[config.mk]
export PLATFORM = sky130hd
export DESIGN_NAME = fwp_protect
export DESIGN_NICKNAME = d
export VERILOG_FILES = /design/src/rtl/fwp_pkg.sv /design/src/rtl/fwp_protect.sv
export SDC_FILE = /design/constraint.sdc
export NUM_CORES = 1
export LEC_CHECK = 0
export ABC_AREA = 1
export CELL_PAD_IN_SITES_DETAIL_PLACEMENT = 0
export CELL_PAD_IN_SITES_GLOBAL_PLACEMENT = 1
export CORE_MARGIN = 5
export CORE_UTILIZATION = 25
export DETAILED_ROUTE_END_ITERATION = 10
export DONT_BUFFER_PORTS = 1
export PLACE_DENSITY_LB_ADDON = 0.15
export SYNTH_ARGS = -nofsm -noshare
export SYNTH_HDL_FRONTEND = slang
export SYNTH_SLANG_ARGS = --single-unit
[constraint.sdc]
create_clock -name i_ref_clk -period 10.2 [get_ports i_ref_clk]
set_input_delay 1.53 -clock i_ref_clk [delete_from_list [all_inputs] [get_ports i_ref_clk]]
set_output_delay 1.53 -clock i_ref_clk [all_outputs]
set_load 0.02 [all_outputs]
[src/rtl/fwp_pkg.sv]
// Package for the flash write-protection block: opcodes, status layout,
// array geometry, types and reset values.
// Assumes a byte-serial command stream decoded upstream into bit strobes.
package fwp_pkg;

  localparam int unsigned ADDR_W = 19;
  localparam logic [18:0] ADDR_MAX = 19'h7FFFF;

  // Opcodes
  localparam logic [7:0] OP_WRITE_ENABLE_CMD     = 8'h06;
  localparam logic [7:0] OP_WRDI     = 8'h04;
  localparam logic [7:0] OP_WRSR     = 8'h01;
  localparam logic [7:0] OP_PP       = 8'h02;
  localparam logic [7:0] OP_PE       = 8'h81;
  localparam logic [7:0] OP_SE       = 8'h20;
  localparam logic [7:0] OP_BE32     = 8'h52;
  localparam logic [7:0] OP_BE64     = 8'hD8;
  localparam logic [7:0] OP_CE_A     = 8'h60;
  localparam logic [7:0] OP_CE_B     = 8'hC7;
  localparam logic [7:0] OP_SUSP_A   = 8'h75;
  localparam logic [7:0] OP_SUSP_B   = 8'hB0;
  localparam logic [7:0] OP_RES_A    = 8'h7A;
  localparam logic [7:0] OP_RES_B    = 8'h30;
  localparam logic [7:0] OP_DP       = 8'hB9;
  localparam logic [7:0] OP_RDP      = 8'hAB;
  localparam logic [7:0] OP_SEC_PROG = 8'h42;
  localparam logic [7:0] OP_SEC_ERA  = 8'h44;

  // Span sizes as log2 of bytes
  localparam logic [4:0] LOG_PAGE  = 5'd8;
  localparam logic [4:0] LOG_SECT  = 5'd12;
  localparam logic [4:0] LOG_BLK32 = 5'd15;
  localparam logic [4:0] LOG_BLK64 = 5'd16;

  // Command lengths in bits
  localparam logic [11:0] LEN_OPC  = 12'd8;
  localparam logic [11:0] LEN_SR1  = 12'd16;
  localparam logic [11:0] LEN_SR2  = 12'd24;
  localparam logic [11:0] LEN_ADDR = 12'd32;
  localparam logic [11:0] LEN_DATA = 12'd40;
  localparam logic [11:0] LEN_SAT  = 12'hFFF;

  // Status bit positions
  localparam int unsigned SB_WIP  = 0;
  localparam int unsigned SB_WEL  = 1;
  localparam int unsigned SB_BP0  = 2;
  localparam int unsigned SB_STATUS_GUARD_BIT0 = 7;
  localparam int unsigned SB_STATUS_GUARD_BIT1 = 8;
  localparam int unsigned SB_PROGRAM_SUSPENDED_FLAG = 10;
  localparam int unsigned SB_LB0  = 11;
  localparam int unsigned SB_CMP  = 14;
  localparam int unsigned SB_ERASE_SUSPENDED_FLAG = 15;

  // Unprogrammed defaults
  localparam logic [4:0] RST_BP  = 5'h00;
  localparam logic [1:0] RST_SRP = 2'h0;
  localparam logic [2:0] RST_LB  = 3'h0;
  localparam logic       RST_CMP = 1'b0;

  typedef enum logic [2:0] {
    FWP_STANDBY,
    FWP_BUSY_PROG,
    FWP_BUSY_ERASE,
    FWP_BUSY_STATUS,
    FWP_SUSP_PROG,
    FWP_SUSP_ERASE,
    FWP_DEEP_DOWN
  } fwp_mode_e;

  typedef enum logic [2:0] {
    FWP_OP_PROGRAM,
    FWP_OP_ERASE,
    FWP_OP_CHIP_ERASE,
    FWP_OP_STATUS,
    FWP_OP_SEC_PROGRAM,
    FWP_OP_SEC_ERASE,
    FWP_OP_SUSPEND,
    FWP_OP_RESUME
  } fwp_kind_e;

  typedef struct packed {
    logic frame_start;
    logic bit_valid;
    logic bit_data;
    logic frame_end;
  } fwp_bits_s;

  typedef struct packed {
    logic        valid;
    fwp_kind_e   kind;
    logic [18:0] first;
    logic [18:0] last;
  } fwp_op_s;

  typedef struct packed {
    logic        any;
    logic [18:0] lo;
    logic [18:0] hi;
  } fwp_range_s;

endpackage

[src/rtl/fwp_protect.sv]
// Write-protection and status-flag logic of a small serial NOR flash.
// Expects bit strobes already sampled from the serial pins, one per bit,
// framed by chip-select edges, and an array engine that reports completion.
`timescale 1ns/100ps

// Function
// - Three one-time lock bits at S13..S11, zero when unprogrammed.
// - Lock bits only set by status write; set bit makes security register read-only.
// - Complement bit at S14, default zero, alters block-protect mapping.
// - Erase suspend sets S15 flag, program suspend sets S10 flag.
// - Resume or power-up clears both suspend flags.
// - Power-up puts command state into standby, nothing in progress.
// - Data-changing commands not ending on a byte boundary are rejected.
// - Data-changing commands need write-enable latch set; refused otherwise.
// - Hardware protection with pin low blocks protect and guard bit writes.
// - Deep power-down ignores all commands except release.
// - Program or erase touching protected range is ignored.
// - Complement zero: 000 none; bit2 without bit4 all; bit4 with 111 all.
// - Complement zero, 000xx: top 64KB, 128KB, 256KB.
// - Complement zero, 010xx: bottom 64KB, 128KB, 256KB.
// - Complement zero, 10 patterns: top 4KB, 8KB, 16KB, or 32KB.
// - Complement zero, 11 patterns: same sizes at bottom.
// - Complement one protects exactly the complement of the zero case.
// - Chip erase runs only when nothing is protected.
// - Guard 01 with pin low locks status; pin high allows after enable.
module fwp_protect (
  input  wire logic             i_ref_clk,
  input  wire logic             i_rst,
  input  wire fwp_pkg::fwp_bits_s i_bits,
  input  wire logic             i_wp_n,
  input  wire logic             i_op_done,
  output logic [15:0]           o_status,
  output fwp_pkg::fwp_op_s      o_op,
  output logic                  o_reject
);

  typedef struct packed {
    fwp_pkg::fwp_mode_e mode;
    logic               write_enable_latch;
    logic [4:0]         bp;
    logic [1:0]         srp;
    logic [2:0]         lb;
    logic               cmp;
    logic [11:0]        cnt;
    logic [7:0]         opc;
    logic [23:0]        sh;
    logic [23:0]        addr;
    fwp_pkg::fwp_op_s   op;
    logic               reject;
  } fwp_state_s;

  fwp_state_s st;
  fwp_state_s next_st;

  // Protected range with complement clear
  function automatic fwp_pkg::fwp_range_s base_range(input logic [4:0] bp);
    fwp_pkg::fwp_range_s r;
    logic [4:0]  sz;
    logic [18:0] mask;
    r    = '{any: 1'b0, lo: 19'h00000, hi: fwp_pkg::ADDR_MAX};
    sz   = 5'd0;
    mask = 19'h00000;
    if (bp[2:0] == 3'b000)
    begin
      r.any = 1'b0;
    end
    else if ((!bp[4] && bp[2]) || (bp[4] && bp[2:0] == 3'b111))
    begin
      r.any = 1'b1;
    end
    else
    begin
      r.any = 1'b1;
      if (!bp[4])
        sz = 5'd15 + {3'b000, bp[1:0]};
      else if (bp[2])
        sz = 5'd15;
      else
        sz = 5'd11 + {3'b000, bp[1:0]};
      mask = (19'h00001 << sz) - 19'h00001;
      if (!bp[3])
        r.lo = fwp_pkg::ADDR_MAX - mask;
      else
        r.hi = mask;
    end
    return r;
  endfunction

  // Effective range after the complement bit
  function automatic fwp_pkg::fwp_range_s prot_range(input logic [4:0] bp,
                                                     input logic       cmp);
    fwp_pkg::fwp_range_s b;
    fwp_pkg::fwp_range_s r;
    b = base_range(bp);
    r = b;
    if (cmp)
    begin
      r = '{any: 1'b1, lo: 19'h00000, hi: fwp_pkg::ADDR_MAX};
      if (b.any && b.lo == 19'h00000 && b.hi == fwp_pkg::ADDR_MAX)
        r.any = 1'b0;
      else if (b.any && b.lo == 19'h00000)
        r.lo = b.hi + 19'h00001;
      else if (b.any)
        r.hi = b.lo - 19'h00001;
    end
    return r;
  endfunction

  // Aligned span containing addr
  function automatic fwp_pkg::fwp_range_s span(input logic [18:0] addr,
                                               input logic [4:0]  lg);
    fwp_pkg::fwp_range_s r;
    logic [18:0] mask;
    mask  = (19'h00001 << lg) - 19'h00001;
    r.any = 1'b1;
    r.lo  = addr & ~mask;
    r.hi  = (addr & ~mask) | mask;
    return r;
  endfunction

  function automatic logic overlaps(input fwp_pkg::fwp_range_s p,
                                    input fwp_pkg::fwp_range_s t);
    return p.any && !(t.hi < p.lo || t.lo > p.hi);
  endfunction

  // Status word assembled from state flops
  always_comb
  begin
    o_status                          = 16'h0000;
    o_status[fwp_pkg::SB_WIP]         = st.mode inside {fwp_pkg::FWP_BUSY_PROG,
                                                        fwp_pkg::FWP_BUSY_ERASE,
                                                        fwp_pkg::FWP_BUSY_STATUS};
    o_status[fwp_pkg::SB_WEL]         = st.write_enable_latch;
    o_status[fwp_pkg::SB_BP0 +: 5]    = st.bp;
    o_status[fwp_pkg::SB_STATUS_GUARD_BIT0]        = st.srp[0];
    o_status[fwp_pkg::SB_STATUS_GUARD_BIT1]        = st.srp[1];
    o_status[fwp_pkg::SB_PROGRAM_SUSPENDED_FLAG]        = (st.mode == fwp_pkg::FWP_SUSP_PROG);
    o_status[fwp_pkg::SB_LB0 +: 3]    = st.lb;
    o_status[fwp_pkg::SB_CMP]         = st.cmp;
    o_status[fwp_pkg::SB_ERASE_SUSPENDED_FLAG]        = (st.mode == fwp_pkg::FWP_SUSP_ERASE);
  end

  assign o_op     = st.op;
  assign o_reject = st.reject;

  always_comb
  begin
    fwp_pkg::fwp_range_s prot;
    fwp_pkg::fwp_range_s tgt;
    logic       byte_ok;
    logic       changes;
    logic       allow;
    logic       sr_locked;
    logic       busy;
    logic [1:0] sec_idx;
    logic [7:0] sr_lo;
    logic [7:0] sr_hi;
    prot      = prot_range(st.bp, st.cmp);
    tgt       = span(st.addr[18:0], fwp_pkg::LOG_PAGE);
    byte_ok   = (st.cnt[2:0] == 3'b000) && (st.cnt != fwp_pkg::LEN_SAT);
    changes   = 1'b0;
    allow     = 1'b0;
    sec_idx   = st.addr[13:12];
    sr_lo     = 8'h00;
    sr_hi     = 8'h00;
    busy      = st.mode inside {fwp_pkg::FWP_BUSY_PROG, fwp_pkg::FWP_BUSY_ERASE,
                                fwp_pkg::FWP_BUSY_STATUS};
    sr_locked = st.srp[1] || (st.srp[0] && !i_wp_n);

    next_st           = st;
    next_st.op.valid  = 1'b0;
    next_st.reject    = 1'b0;

    // Bit collection
    if (i_bits.frame_start)
    begin
      next_st.cnt = 12'd0;
      next_st.sh  = 24'h000000;
    end
    else if (i_bits.bit_valid)
    begin
      if (st.cnt != fwp_pkg::LEN_SAT)
        next_st.cnt = st.cnt + 12'd1;
      if (st.cnt < fwp_pkg::LEN_OPC)
        next_st.opc = {st.opc[6:0], i_bits.bit_data};
      else if (st.cnt < fwp_pkg::LEN_ADDR)
        next_st.sh = {st.sh[22:0], i_bits.bit_data};
      if (st.cnt == fwp_pkg::LEN_ADDR - 12'd1)
        next_st.addr = {st.sh[22:0], i_bits.bit_data};
    end

    if (i_op_done && busy)
      next_st.mode = fwp_pkg::FWP_STANDBY;

    // Command decision at chip-select release
    if (i_bits.frame_end && st.cnt >= fwp_pkg::LEN_OPC)
    begin
      if (st.mode == fwp_pkg::FWP_DEEP_DOWN)
      begin
        if (st.opc == fwp_pkg::OP_RDP)
          next_st.mode = fwp_pkg::FWP_STANDBY;
      end
      else
      begin
        unique case (st.opc)
          fwp_pkg::OP_WRITE_ENABLE_CMD:
          begin
            changes = 1'b1;
            allow   = byte_ok && st.cnt == fwp_pkg::LEN_OPC;
            if (allow)
              next_st.write_enable_latch = 1'b1;
          end
          fwp_pkg::OP_WRDI:
          begin
            changes = 1'b1;
            allow   = byte_ok && st.cnt == fwp_pkg::LEN_OPC;
            if (allow)
              next_st.write_enable_latch = 1'b0;
          end
          fwp_pkg::OP_DP:
          begin
            changes = 1'b1;
            allow   = byte_ok && st.cnt == fwp_pkg::LEN_OPC
                      && st.mode == fwp_pkg::FWP_STANDBY;
            if (allow)
              next_st.mode = fwp_pkg::FWP_DEEP_DOWN;
          end
          fwp_pkg::OP_SUSP_A, fwp_pkg::OP_SUSP_B:
          begin
            changes = 1'b1;
            allow   = byte_ok && st.cnt == fwp_pkg::LEN_OPC
                      && st.mode inside {fwp_pkg::FWP_BUSY_PROG, fwp_pkg::FWP_BUSY_ERASE};
            if (allow)
            begin
              next_st.mode = (st.mode == fwp_pkg::FWP_BUSY_ERASE)
                             ? fwp_pkg::FWP_SUSP_ERASE : fwp_pkg::FWP_SUSP_PROG;
              next_st.op   = '{valid: 1'b1, kind: fwp_pkg::FWP_OP_SUSPEND,
                               first: 19'h00000, last: 19'h00000};
            end
          end
          fwp_pkg::OP_RES_A, fwp_pkg::OP_RES_B:
          begin
            changes = 1'b1;
            allow   = byte_ok && st.cnt == fwp_pkg::LEN_OPC
                      && st.mode inside {fwp_pkg::FWP_SUSP_PROG, fwp_pkg::FWP_SUSP_ERASE};
            if (allow)
            begin
              next_st.mode = (st.mode == fwp_pkg::FWP_SUSP_ERASE)
                             ? fwp_pkg::FWP_BUSY_ERASE : fwp_pkg::FWP_BUSY_PROG;
              next_st.op   = '{valid: 1'b1, kind: fwp_pkg::FWP_OP_RESUME,
                               first: 19'h00000, last: 19'h00000};
            end
          end
          fwp_pkg::OP_WRSR:
          begin
            changes = 1'b1;
            sr_lo   = (st.cnt == fwp_pkg::LEN_SR1) ? st.sh[7:0] : st.sh[15:8];
            sr_hi   = st.sh[7:0];
            allow   = byte_ok && st.write_enable_latch && !sr_locked && st.mode == fwp_pkg::FWP_STANDBY
                      && (st.cnt == fwp_pkg::LEN_SR1 || st.cnt == fwp_pkg::LEN_SR2);
            if (allow)
            begin
              next_st.bp     = sr_lo[fwp_pkg::SB_BP0 +: 5];
              next_st.srp[0] = sr_lo[fwp_pkg::SB_STATUS_GUARD_BIT0];
              if (st.cnt == fwp_pkg::LEN_SR2)
              begin
                next_st.srp[1] = sr_hi[fwp_pkg::SB_STATUS_GUARD_BIT1 - 8];
                next_st.lb     = st.lb | sr_hi[fwp_pkg::SB_LB0 - 8 +: 3];
                next_st.cmp    = sr_hi[fwp_pkg::SB_CMP - 8];
              end
              next_st.mode = fwp_pkg::FWP_BUSY_STATUS;
              next_st.op   = '{valid: 1'b1, kind: fwp_pkg::FWP_OP_STATUS,
                               first: 19'h00000, last: 19'h00000};
            end
          end
          fwp_pkg::OP_CE_A, fwp_pkg::OP_CE_B:
          begin
            changes = 1'b1;
            allow   = byte_ok && st.write_enable_latch && st.cnt == fwp_pkg::LEN_OPC
                      && st.mode == fwp_pkg::FWP_STANDBY && !prot.any;
            if (allow)
            begin
              next_st.mode = fwp_pkg::FWP_BUSY_ERASE;
              next_st.op   = '{valid: 1'b1, kind: fwp_pkg::FWP_OP_CHIP_ERASE,
                               first: 19'h00000, last: fwp_pkg::ADDR_MAX};
            end
          end
          fwp_pkg::OP_PP, fwp_pkg::OP_PE, fwp_pkg::OP_SE,
          fwp_pkg::OP_BE32, fwp_pkg::OP_BE64:
          begin
            changes = 1'b1;
            if (st.opc == fwp_pkg::OP_SE)
              tgt = span(st.addr[18:0], fwp_pkg::LOG_SECT);
            else if (st.opc == fwp_pkg::OP_BE32)
              tgt = span(st.addr[18:0], fwp_pkg::LOG_BLK32);
            else if (st.opc == fwp_pkg::OP_BE64)
              tgt = span(st.addr[18:0], fwp_pkg::LOG_BLK64);
            allow = byte_ok && st.write_enable_latch && st.mode == fwp_pkg::FWP_STANDBY
                    && ((st.opc == fwp_pkg::OP_PP) ? st.cnt >= fwp_pkg::LEN_DATA
                                                   : st.cnt == fwp_pkg::LEN_ADDR)
                    && !overlaps(prot, tgt);
            if (allow)
            begin
              next_st.mode = (st.opc == fwp_pkg::OP_PP)
                             ? fwp_pkg::FWP_BUSY_PROG : fwp_pkg::FWP_BUSY_ERASE;
              next_st.op   = '{valid: 1'b1,
                               kind:  (st.opc == fwp_pkg::OP_PP) ? fwp_pkg::FWP_OP_PROGRAM
                                                                 : fwp_pkg::FWP_OP_ERASE,
                               first: tgt.lo, last: tgt.hi};
            end
          end
          fwp_pkg::OP_SEC_PROG, fwp_pkg::OP_SEC_ERA:
          begin
            changes = 1'b1;
            allow   = byte_ok && st.write_enable_latch && st.mode == fwp_pkg::FWP_STANDBY
                      && sec_idx != 2'b00 && !st.lb[sec_idx - 2'd1]
                      && ((st.opc == fwp_pkg::OP_SEC_PROG) ? st.cnt >= fwp_pkg::LEN_DATA
                                                           : st.cnt == fwp_pkg::LEN_ADDR);
            if (allow)
            begin
              next_st.mode = (st.opc == fwp_pkg::OP_SEC_PROG)
                             ? fwp_pkg::FWP_BUSY_PROG : fwp_pkg::FWP_BUSY_ERASE;
              next_st.op   = '{valid: 1'b1,
                               kind:  (st.opc == fwp_pkg::OP_SEC_PROG)
                                      ? fwp_pkg::FWP_OP_SEC_PROGRAM
                                      : fwp_pkg::FWP_OP_SEC_ERASE,
                               first: st.addr[18:0], last: st.addr[18:0]};
            end
          end
          default:
          begin
            changes = 1'b0;
          end
        endcase
        // Latch drops after any accepted write-type command
        if (allow && !(st.opc inside {fwp_pkg::OP_WRITE_ENABLE_CMD, fwp_pkg::OP_WRDI,
                                      fwp_pkg::OP_DP, fwp_pkg::OP_SUSP_A,
                                      fwp_pkg::OP_SUSP_B, fwp_pkg::OP_RES_A,
                                      fwp_pkg::OP_RES_B}))
          next_st.write_enable_latch = 1'b0;
        next_st.reject = changes && !allow;
      end
    end
  end

  always_ff @(posedge i_ref_clk)
  begin
    if (i_rst)
    begin
      st      <= '0;
      st.mode <= fwp_pkg::FWP_STANDBY;
      st.bp   <= fwp_pkg::RST_BP;
      st.srp  <= fwp_pkg::RST_SRP;
      st.lb   <= fwp_pkg::RST_LB;
      st.cmp  <= fwp_pkg::RST_CMP;
    end
    else
    begin
      st <= next_st;
    end
  end

endmodule

# Word-level counts from Yosys, hierarchy flattened
# Index checks and enable logic that the tools add are counted.
dict set report op_classes {
  eq_ne 40
  n_shift 1
  magnitude_cmp 7
  mux 66
  n_reduce_logical 69
  n_bitwise 5
  add_sub_neg 8
}
# operator count
set ops {}
lappend ops {{$mux W42} 6}
lappend ops {{$pmux W42 S6} 1}
lappend ops {{$mux W38} 6}
lappend ops {{$mux W35} 3}
lappend ops {{$mux W19} 5}
lappend ops {{$eq A8 B7 Y1 const B} 6}
lappend ops {{$eq A8 B8 Y1 const B} 6}
lappend ops {{$mux W39} 1}
lappend ops {{$sub A19 B1 Y19 const B} 2}
lappend ops {{$eq A12 B5 Y1 const B} 3}
lappend ops {{$mux W3} 10}
lappend ops {{$logic_and A1 B1 Y1} 28}
lappend ops {{$mux W11} 2}
lappend ops {{$pmux W3 S7} 1}
lappend ops {{$mux W5} 4}
lappend ops {{$add A19 B1 Y19 const B} 1}
lappend ops {{$eq A19 B19 Y1 const B} 1}
lappend ops {{$gt A19 B19 Y1} 1}
lappend ops {{$logic_not A19 Y1} 1}
lappend ops {{$lt A19 B19 Y1} 1}
lappend ops {{$shl A1 B5 Y19 const A} 1}
lappend ops {{$sub A19 B19 Y19 const A} 1}
lappend ops {{$mux W1} 17}
lappend ops {{$reduce_or A17 Y1} 1}
lappend ops {{45 further kinds} 87}
dict set report word_totals {
  out_inout_bits 59
  reg_bits 115
  input_bits 8
  elab_cells 212
}

# Logic depth before layout (Yosys ltp)
# Gate-level depths: netlist (run 1).
dict set report depth {
  word_depth 29
  ltp_mapped 34
  ltp_nobuf 33
}

# Worst setup path after synthesis (run 1)
# No wires, ideal clock.
dict set report synth_path {
  path_type {reg2reg}
  start {register st, in the netlist o_status[2]}
  end {register st, in the netlist o_op[15]}
  setup_slack_ns 6.263
  stages_incl_launch_ff 31
  t_required_ns 10.130
  path_buffers 2
  arrival_ns 3.866
  setup_time_ns 0.070
  synth_period_minus_slack_ns 3.937
  cell_sequence {dfxtp_1 > buf_2 > inv_1 > ha_1 > inv_1 > nand3_1 > nor2_1 > nor3_1 > a21oi_1 > inv_1 > nor2_1 > inv_1 > nand2_1 > nor2_1 > nand4_1 > xor2_1 > o22ai_1 > inv_1 > ha_1 > a21oi_1 > nor2_1 > a2111oi_0 > nand2_2 > nand3_4 > nand2_2 > nand2_2 > nand2_4 > inv_4 > buf_4 > nand2_1 > a21oi_1}
}
dict set report synth_via {
  elab_chain_len 24
  word_cells_on_any_way 42
  cone_classes {add/sub (6); order compare (2); eq/ne (4); shift (1); mux (15); reduce/logical (14)}
}
# item line
set synth_rtl {}
lappend synth_rtl {{from (decl)} fwp_protect.sv:52} ;# fwp_state_s st;
lappend synth_rtl {{from (signal assigned)} fwp_protect.sv:359} ;# st <= next_st;
lappend synth_rtl {{$add A4 B2 Y5} fwp_protect.sv:79} ;# sz = 5'd11 + {3'b000, bp[1:0]};
lappend synth_rtl {{$mux W5} fwp_protect.sv:76} ;# else if (bp[2])
lappend synth_rtl {{$mux W5} fwp_protect.sv:74} ;# if (!bp[4])
lappend synth_rtl {{$mux W5} fwp_protect.sv:67} ;# else if ((!bp[4] && bp[2]) || (bp[4] && bp[2:0] == 3'b111))
lappend synth_rtl {{$mux W5} fwp_protect.sv:63} ;# if (bp[2:0] == 3'b000)
lappend synth_rtl {{$shl A1 B5 Y19} fwp_protect.sv:80} ;# mask = (19'h00001 << sz) - 19'h00001;
lappend synth_rtl {{$sub A19 B1 Y19} fwp_protect.sv:80}
lappend synth_rtl {{$sub A19 B19 Y19} fwp_protect.sv:82} ;# r.lo = fwp_pkg::ADDR_MAX - mask;
lappend synth_rtl {{(+8 left out)} n/a}
lappend synth_rtl {{$gt A19 B19 Y1 / $lt A19 B19 Y1 (equally long branches)} fwp_protect.sv:123} ;# return p.any && !(t.hi < p.lo || t.lo > p.hi);
lappend synth_rtl {{$logic_or A1 B1 Y1} fwp_protect.sv:123}
lappend synth_rtl {{$logic_not A1 Y1} fwp_protect.sv:123}
lappend synth_rtl {{$logic_and A1 B1 Y1} fwp_protect.sv:123}
lappend synth_rtl {{$logic_not A1 Y1} fwp_protect.sv:301} ;# && !overlaps(prot, tgt);
lappend synth_rtl {{$logic_and A1 B1 Y1} fwp_protect.sv:301}
lappend synth_rtl {{$ne A2 B2 Y1 (no source line)} n/a}
lappend synth_rtl {{$reduce_and A9 Y1 (no source line) (*)} n/a}
# Mark *: on every way between the ends. The rest lies on a longest branch, timed or not. The select of a mux whose other input is x is not followed.
# A chain may end at the register's enable or synchronous reset.

# Worst setup path in the final report (run 1)
dict set report layout_path {
  start {register st, in the netlist o_status[2]}
  end {register st, in the netlist o_op[40]}
}
# Same word-level chain as after synthesis.

==> impl_metrics.ini, run 1 <==
[final_layout]
multi_input_area_um2 = 4170
drive_gt1_share_pct = 6.25
register_area_um2 = 2300
fill_cells = 3470
nets = 1145
diodes = 0
area_delta_synth_final_pct = 7.18
final_core_util_pct = 26.9

[logic_synthesis]
synth-seq-cells = 115
synth_top_family_by_area = simple AND/OR/NAND/NOR gates
synth_compound_area_share_pct = 18.3
synth_largest_area_cell = dfxtp_1
synth-xor-area-share_pct = 1.04
postSynthCellCount = 1175
yosys-top-cells-count = nand2_1, inv_1, a21oi_1
yosysWarningCount = 0
yosysMostFrequentCell = nand2_1
synth_area_um2 = 7610
seq_area_frac_synth_pct = 30.2
yosys.cell_types.count = 49
synth-edff-count = 0
netlist_top_cells_area = dfxtp_1, nand2_1, a21oi_1, inv_1, buf_4
synth_top_cell_area_share_pct = 30.2
async_reset_ff_share_pct = 0
synth_simple_gate_area_share_pct = 30.2
muxShareOfSynthArea_pct = 0
ys.flop_type = dfxtp_1
synthAdderAreaFrac_pct = 4.93
syn_avg_cell_area_um2 = 6.48

[die]
die_x_um = 185
die_h_um = 185
start_util_pct = 25.1
ios = 67
dieArea_um2 = 34000
rows = 64
core_um2 = 30300

[sta]
fmaxAchievable_mhz = 177
hold_viol_final = 0
fin_crit_sh_pct = 55.3
period_needed_ps = 5640
fin_tns_setup_ps = 0
finalSetupViolCount = 0
slew_viol_final = 0
slew_headroom_pct = 26.1
clock_skew_ps = 14.6
whs_ps = 480
worstMarginPinSlew_ps = 1100
rsz0062_at_grt = false

[clock_tree]
cts_tree = done
post_cts_buffers = 0
ctsHtreeMaxLevel = 4
clk_latency_ps = 430
post_cts_resize_count = 0
cts-root-buf = clkbuf_16
cts.path.max_buffers = 2
cts.reportedPaths.clkPinSlew_ps = 70
cts-hold-fix-buffers = 0
cts.sinks = 115
cts_buffers = 17

[grt]
antenna_found_initial = 0
grt_pass1_vias = 7121
grt_max_degree = 50
track_usage_pct = 15.8
grt-ovfl-total = 0
grt_pass1_wl_um = 41900

[pwr]
max-vdd-ir-drop_mv = 0.0586
power_switching_mw = 0.328
combinationalPowerShare_pct = 4.6
powerDensity_nw_per_um2 = 138
pwr-share-clk_pct = 55.1
p_sw_share_pct = 29.2
p_seq_share_pct = 40.3
p_int_mw = 0.798
p_leak_nw = 3.34

[setup_path]
ff2ff_path_depth = 26
worstPathRequired_ps = 10560
crit_path_end_kind = register
worstPathArrival_ps = 5990
critPathMaxFanout = 42
start_kind = register
criticalPathCategory = register to register

[routing]
drc = 0
ant_nets = 0
firstDrtPassIters = 5
vias = 7329
wire_per_inst_um = 17.6
post_drt_via_cell_ratio = 4.83
drt_iter0_drc = 489
totalWireLength_um = 26700

[placed_design]
routabilityCongestion = 0.830
io_buffers = 0
dp_hpwl_um = 20500

[hold_path]
hold_depth = 2
hold_class = register to register

[status]
status = complete, no violations

[job]
maxCapViolCount = 0
metal layers:
layer / up-vias / GRT usage (%) / wire (µm) / part of all wire, %
li1: 3715 / - / - / -
met1: 3415 / 21.3 / 12800 / 48
met4: 0 / 4.41 / 476 / 1.8
met2: 157 / 26.1 / 12400 / 46
met3: 42 / 2.55 / 1040 / 3.9
met5: - / 0 / 0 / 0
state kept, by name, indices dropped and copies added, names as in the netlist:
name	cells
o_op	42
o_reject	1
o_status	12
st	60
path summary, 6_finish.rpt:
path              end  slack [ps]   startpoint
max          o_op[40]        4560  o_status[2]
min            st[75]         480       st[75]
max reg2reg  o_op[40]        4560  o_status[2]
min reg2reg    st[75]         480       st[75]
critical path, stage by stage, from the launching register on:
cell	delay [ps]
dfxtp_1	650
inv_1	180
ha_1	250
nand2_2	160
nand3_2	200
inv_1	400
nand3_1	230
nand4_1	140
nand2_1	110
inv_1	110
nand2_1	150
inv_1	240
nand3_1	100
o21ai_0	110
inv_1	80
ha_1	270
nand4_1	150
a31oi_1	100
a2111oi_0	410
nand2_2	140
nand3_4	110
nand2_2	70
nand2_2	90
nand2_4	300
inv_4	450
o21ai_0	170
a21oi_1	140
power by group through the flow:
stage / sequential (mW) / combinational (mW) / clock (mW)
floorplan: 0.463 / 0.0400 / 0
global placement: 0.464 / 0.0516 / 0
detailed placement: 0.464 / 0.0512 / 0
CTS: 0.453 / 0.0514 / 0.640
global route: 0.454 / 0.0598 / 0.657
finish: 0.454 / 0.0517 / 0.621
per-stage QoR:
| stage | std cells | cell area (µm²) | setup slack [ps] | power, mW |
|---|---|---|---|---|
| 6_report | 1516 | 8160 | 4560 | 1.13 |
| 5_1_grt | 1516 | 8160 | 3940 | 1.17 |
| 4_1_cts | 1516 | 8160 | 4490 | 1.14 |
| 3_5_place_dp | 1484 | 7550 | 4530 | 0.515 |
| 3_3_place_gp | 1484 | 7550 | 4520 | 0.516 |
| 2_1_floorplan | 1178 | 7630 | 6260 | 0.503 |
layout make-up:
cell class,count,area share [%]
Tap cell,396,6.07
Clock buffer,17,5.21
Inverter,145,6.73
Timing Repair Buffer,5,0.460
Clock inverter,15,2.24
Sequential cell,115,28.2
Multi-Input combinational cell,823,51.1
kinds of logic (layout without fill, tap and decap cells):
kind of cell,count (synthesis),in the layout
flip-flops,115,115
other,2,5
XOR/XNOR,9,9
AO/OA/AOI/OAI,257,257
AND/OR/NAND/NOR,522,522
adder cells (fa/ha/maj),30,30
buffers and inverters,240,182
cell usage in the layout, fill, tap and decap left out, types with 4 or more instances in the layout:
cell,count
conb_1,5
nor2_1,125
nand3_1,83
o32ai_1,5
inv_1,135
buf_4,5
clkinv_8,5
xor2_1,6
nand2_2,8
a31oi_1,13
inv_8,6
nand4_1,20
nor4_1,5
nand2_1,232
ha_1,30
o21ai_0,81
nor3b_1,4
clkbuf_16,17
a21oi_1,129
dfxtp_1,115
inv_2,5
o22ai_1,11
nor3_1,29
nor2_2,5
Power figures use the tool's default switching activity.
==> run 2: changes to the inputs <==
Settings changed: ABC_AREA 1 to 0.
Clock period 10.2 ns to 5.55 ns, I/O delays scaled along.
==> run 2 against run 1 <==
- critical path depth is 6 lower
- die area fell by 4.1%
- hold slack got worse by 22 ps
- sequential cell count is the same
- area after synthesis is 4.3% lower
- global-route usage down 0.84 points
- utilization is 0.72 points higher
- fmax rose by 10%
- combinational power up 6.2%
==> impl_metrics.ini, run 2 <==
[status]
status = complete, no violations

[sta]
fin_crit_sh_pct = 92.0
worstMarginPinSlew_ps = 1370
hold_viol_final = 0
rsz0062_at_grt = false
slew_viol_final = 0
fmaxAchievable_mhz = 196
finalSetupViolCount = 0
slew_headroom_pct = 8.02
fin_tns_setup_ps = 0
clock_skew_ps = 10.9
fin_ws_ps = 445
whs_ps = 458
period_needed_ps = 5110

[grt]
track_usage_pct = 14.9
grt_pass1_vias = 6370
grt-ovfl-total = 0
grt_pass1_wl_um = 38800
antenna_found_initial = 0
grt_max_degree = 79

[clock_tree]
clk_latency_ps = 420
post_cts_buffers = 0
cts.sinks = 115
cts.path.max_buffers = 2
cts-hold-fix-buffers = 0
cts-root-buf = clkbuf_16
cts.reportedPaths.clkPinSlew_ps = 60
cts_buffers = 17
cts_tree = done
ctsHtreeMaxLevel = 4

[die]
ios = 67
die_h_um = 181
die_x_um = 181
rows = 62
start_util_pct = 25.4
dieArea_um2 = 32700
core_um2 = 28700

[setup_path]
crit_path_end_kind = register
timing.rr.start = o_status[2]
critPathMaxFanout = 26
critPathTopFamily = compound AO/OA/AOI/OAI gates
criticalPathCategory = register to register
worstPathArrival_ps = 5440
path_cells = buf_4 -> ha_1 -> o22ai_1 -> nor2b_1 -> nand2_1 -> a21o_1 -> nor2_1 -> a21oi_1 -> o21ai_0 -> ha_1 -> a21o_1 -> a211o_1 -> a211oi_1 -> o311a_1 -> o21ai_0 -> and2_2 -> o21ai_2 -> buf_4 -> a211oi_1 -> nor3_1
start_kind = register
path_buf_inv = 2
slowest_stage = and2_2
ff2ff_path_depth = 20
r2r_slack_ps = 440
worstPathRequired_ps = 5880
crit_path_max_incr_delay_ps = 370
r2r_end = o_op[9]

[logic_synthesis]
synth-edff-count = 0
yosysWarningCount = 0
netlist_top_cells_area = dfxtp_1, nand2_1, a21oi_1, buf_4, nor2_1
postSynthCellCount = 983
async_reset_ff_share_pct = 0
synth-seq-cells = 115
yosysMostFrequentCell = nand2_1
synth_largest_area_cell = dfxtp_1
yosys.cell_types.count = 69
yosys-top-cells-count = nand2_1, dfxtp_1, nor2_1
synth_area_um2 = 7290
ys.flop_type = dfxtp_1
seq_area_frac_synth_pct = 31.6
syn_avg_cell_area_um2 = 7.41
synth_top_cell_area_share_pct = 31.6

[pwr]
p_seq_share_pct = 42.6
pwr-share-clk_pct = 54.6
power_switching_mw = 0.468
powerDensity_nw_per_um2 = 245
p_leak_nw = 2.99
finalPower_mw = 1.94
combinationalPowerShare_pct = 2.8
p_sw_share_pct = 24.1
p_int_mw = 1.48
max-vdd-ir-drop_mv = 0.179

[final_layout]
largest_register_ffs = 60
final_common_cell = nand2_1
area_delta_synth_final_pct = 8.79
most-common-layout-cells = nand2_1, dfxtp_1, nor2_1
drive_gt1_share_pct = 8.91
regMostFlops = st
fin_area_um2 = 7930
nets = 957
diodes = 0

[placed_design]
placed_cell_area_um2 = 7340
dp_hpwl_um = 18600
io_buffers = 0
routabilityCongestion = 0.801
dp_slack_ps = 254

[routing]
vias = 6618
totalWireLength_um = 25200
drc = 0
post_drt_via_cell_ratio = 5.03
firstDrtPassIters = 6
wire_per_inst_um = 19.1
ant_nets = 0
drt_iter0_drc = 583

[hold_path]
min_to = st[61]
hold_class = register to register
min_from = st[84]
hold_depth = 2

[job]
maxCapViolCount = 0
-- run 2: how the worst max path moves through the flow --
stage,start,to,slack (ps),depth (start not counted)
finish,o_status[2],o_op[9],440,20
global route,o_status[2],o_op[38],30,22
CTS,o_status[2],o_op[28],250,16
detailed placement,o_status[2],o_op[28],250,16
global placement,o_status[2],o_op[29],270,16
floorplan,o_status[2],o_op[23],770,22
-- run 2: per-layer routing --
metal	up-vias	global-route usage [%]	share of wire, %
met4	0	3.84	1.7
li1	3295	-	-
met2	123	25.7	49
met1	3171	19.4	46
met5	-	0	0
met3	29	2.59	3.5
-- run 2: what timing repair did --
item / CTS / global route
endpoints found under the hold margin: 0 / 0
gates resized for setup: 0 / 3
setup endpoints to repair: 0 / 12
-- run 2: kinds of logic (layout without fill, tap and decap cells) --
group | Yosys count | after routing | share of synthesized area, %
and+or+nand+nor | 441 | 442 | 29.1
AOI/OAI and AO/OA | 233 | 233 | 20.0
buffers and inverters | 129 | 74 | 9.74
DFF | 115 | 115 | 31.6
adders and majority gates | 30 | 30 | 5.15
muxes | 19 | 19 | 2.63
xor gates and xnor gates | 14 | 14 | 1.68
other | 2 | 5 | 0.103
-- run 2: tightest hold or removal path, cell delays in order (launching register included) --
cell and delay [ps]:
dfxtp_1 310, nand2_1 50, a21oi_1 50
-- run 2: power groups by stage --
stage | registers [mW] | logic, mW | clock network, mW
5_1_grt | 0.827 | 0.0605 | 1.13
6_report | 0.828 | 0.0549 | 1.06
3_5_place_dp | 0.846 | 0.0505 | 0
2_1_floorplan | 0.845 | 0.0477 | 0
3_3_place_gp | 0.846 | 0.0523 | 0
4_1_cts | 0.827 | 0.0509 | 1.09
-- run 2: layout make-up --
| type | count | area, µm² |
|---|---|---|
| well taps | 384 | 480 |
| flip-flops and latches | 115 | 2300 |
| multi-input cells | 743 | 4320 |
| repair buffers | 26 | 195 |
| clock buffers | 18 | 439 |
| clock inverters | 14 | 126 |
| inverters | 16 | 60.1 |
| fillers | 3235 | 20800 |
-- run 2: through the flow --
step / util (%) / cells
global placement: 25.6 / 1283
finish: 27.6 / 1316
detailed placement: 25.6 / 1283
CTS: 27.6 / 1315
floorplan: - / 986
global route: 27.6 / 1316
==> run 3: changes to the inputs <==
Settings changed: RECOVER_POWER set to 100.
==> run 3 against run 2 <==
- routed wire length rose by 0.12%
- critical endpoint is now o_op[18]
- critical path type unchanged
- utilization decreased by 0.087 points
- die area unchanged
- first-iteration DRC count decreased by 2.1%
- largest cell class unchanged
- fmax is 0.18% lower
- cell count did not move
- clock power hardly changed
- largest power group unchanged
- worst setup slack got worse by 9.4 ps
- hold slack hardly changed
- register-to-register slack about the same
==> impl_metrics.ini, run 3 (synthesis gave the netlist of run 2 again) <==
[clock_tree]
cts-root-buf = clkbuf_16
ctsHtreeMaxLevel = 4
post_cts_buffers = 0
cts_buffers = 17
cts_tree = done
cts.reportedPaths.clkPinSlew_ps = 60
cts.path.max_buffers = 2
cts.sinks = 115
clk_latency_ps = 420

[final_layout]
final_common_cell = nand2_1
nets = 957
multi_input_area_um2 = 4310
register_area_um2 = 2300
final_core_util_pct = 27.5
fin_cells = 1316
fill_cells = 3239
area_delta_synth_final_pct = 8.45
diodes = 0
most-common-layout-cells = nand2_1, dfxtp_1, nor2_1
regMostFlops = st
drive_gt1_share_pct = 8.26
largest_register_ffs = 60

[grt]
grt_pass1_vias = 6370
antenna_found_initial = 0
grt-ovfl-total = 0
grt_pass1_wl_um = 38800
track_usage_pct = 14.9
grt_max_degree = 79

[pwr]
powerDensity_nw_per_um2 = 246
p_leak_nw = 2.97
max-vdd-ir-drop_mv = 0.179
finalPower_mw = 1.94

[routing]
firstDrtPassIters = 5
vias = 6608
ant_nets = 0
totalWireLength_um = 25200
drt_iter0_drc = 571
wire_per_inst_um = 19.1
post_drt_via_cell_ratio = 5.02
drc = 0

[setup_path]
path_cells = buf_4 -> ha_1 -> o22ai_1 -> nor2b_1 -> nand2_1 -> a21o_1 -> nor2_1 -> a21oi_1 -> o21ai_0 -> ha_1 -> a21o_1 -> a211o_1 -> a211oi_1 -> o311a_1 -> o21ai_0 -> and2_2 -> o21ai_2 -> buf_4 -> a211oi_1 -> nor3_1
worstPathArrival_ps = 5450
crit_path_max_incr_delay_ps = 370
slowest_stage = nor2_1
critPathTopFamily = compound AO/OA/AOI/OAI gates
critPathMaxFanout = 26
worstPathRequired_ps = 5890
start_kind = register
criticalPathCategory = register to register
crit_path_end_kind = register
path_buf_inv = 2

[sta]
worstMarginPinSlew_ps = 1420
slew_viol_final = 0
fin_crit_sh_pct = 92.2
period_needed_ps = 5110
finalSetupViolCount = 0
hold_viol_final = 0
fmaxAchievable_mhz = 196
clock_skew_ps = 10.4
fin_tns_setup_ps = 0
slew_headroom_pct = 4.72
rsz0062_at_grt = false

[status]
status = complete, no violations

[die]
dieArea_um2 = 32700
die_x_um = 181
die_h_um = 181
ios = 67
core_um2 = 28700
start_util_pct = 25.4
rows = 62

[placed_design]
routabilityCongestion = 0.801
dp_hpwl_um = 18600
io_buffers = 0
dpl.cell_count = 1283

[hold_path]
hold_class = register to register

[job]
maxCapViolCount = 0
run 3: cell count changes in the layout (fill, tap and decap cells not counted):
cell      previous run  this run
nor4_1               4         5
or4_1                1         2
or4_4                1         0
nor2_4               1         0
clkbuf_1             0         2
nor2_1             112       113
buf_4               26        24
nor4_2               2         1
or2_2                5         4
or2_0                0         1
run 3: where the power goes:
group / leakage, nW / switching, mW / total, mW / internal [mW]
registers: 0.926 / 0.00105 / 0.828 / 0.827
logic: 1.78 / 0.0368 / 0.0544 / 0.0175
clock network: 0.266 / 0.431 / 1.06 / 0.631
run 3: timing repair:
item | CTS | global route
hold buffers | 0 | 0
setup endpoints to repair | 0 | 12
gates resized for setup | 0 | 3
run 3: final cells by class:
class | count | share of cell area, %
multi-input combinational | 743 | 54.5
inverter | 16 | 0.760
clock inverter | 14 | 1.60
tap | 384 | 6.08
clock buffer | 18 | 5.56
sequential | 115 | 29.1
timing repair buffer | 26 | 2.38
run 3: final timing paths:
| path | start | endpoint | slack, ps | depth (start not counted) |
|---|---|---|---|---|
| max reg2reg | o_status[2] | o_op[18] | 440 | 20 |
| max | o_status[2] | o_op[18] | 440 | 20 |
| min | st[84] | st[61] | 460 | 2 |
| min reg2reg | st[84] | st[61] | 460 | 2 |
run 3: metrics by stage:
step	hold slack, ps	worst slack, ps	instance area [µm²]
floorplan	432	769	7300
global placement	447	271	7340
detailed placement	448	254	7340
CTS	457	247	7910
global route	470	29.7	7900
finish	458	435	7900
run 3: worst register-to-register path: stages (launching register included):
cell and delay [ps]:
dfxtp_1 310, buf_4 190, ha_1 220, o22ai_1 360, nor2b_1 260, nand2_1 70
a21o_1 280, nor2_1 370, a21oi_1 130, o21ai_0 190, ha_1 280, a21o_1 180
a211o_1 300, a211oi_1 300, o311a_1 210, o21ai_0 240, and2_2 370, o21ai_2 140
buf_4 320, a211oi_1 110, nor3_1 210
run 3: metal layers:
metal	vias to the layer above	global-route usage (%)	routed length, µm
met5	-	0	0
met4	0	3.84	429
met3	29	2.59	858
met2	115	25.7	12200
met1	3175	19.4	11700
li1	3289	-	-
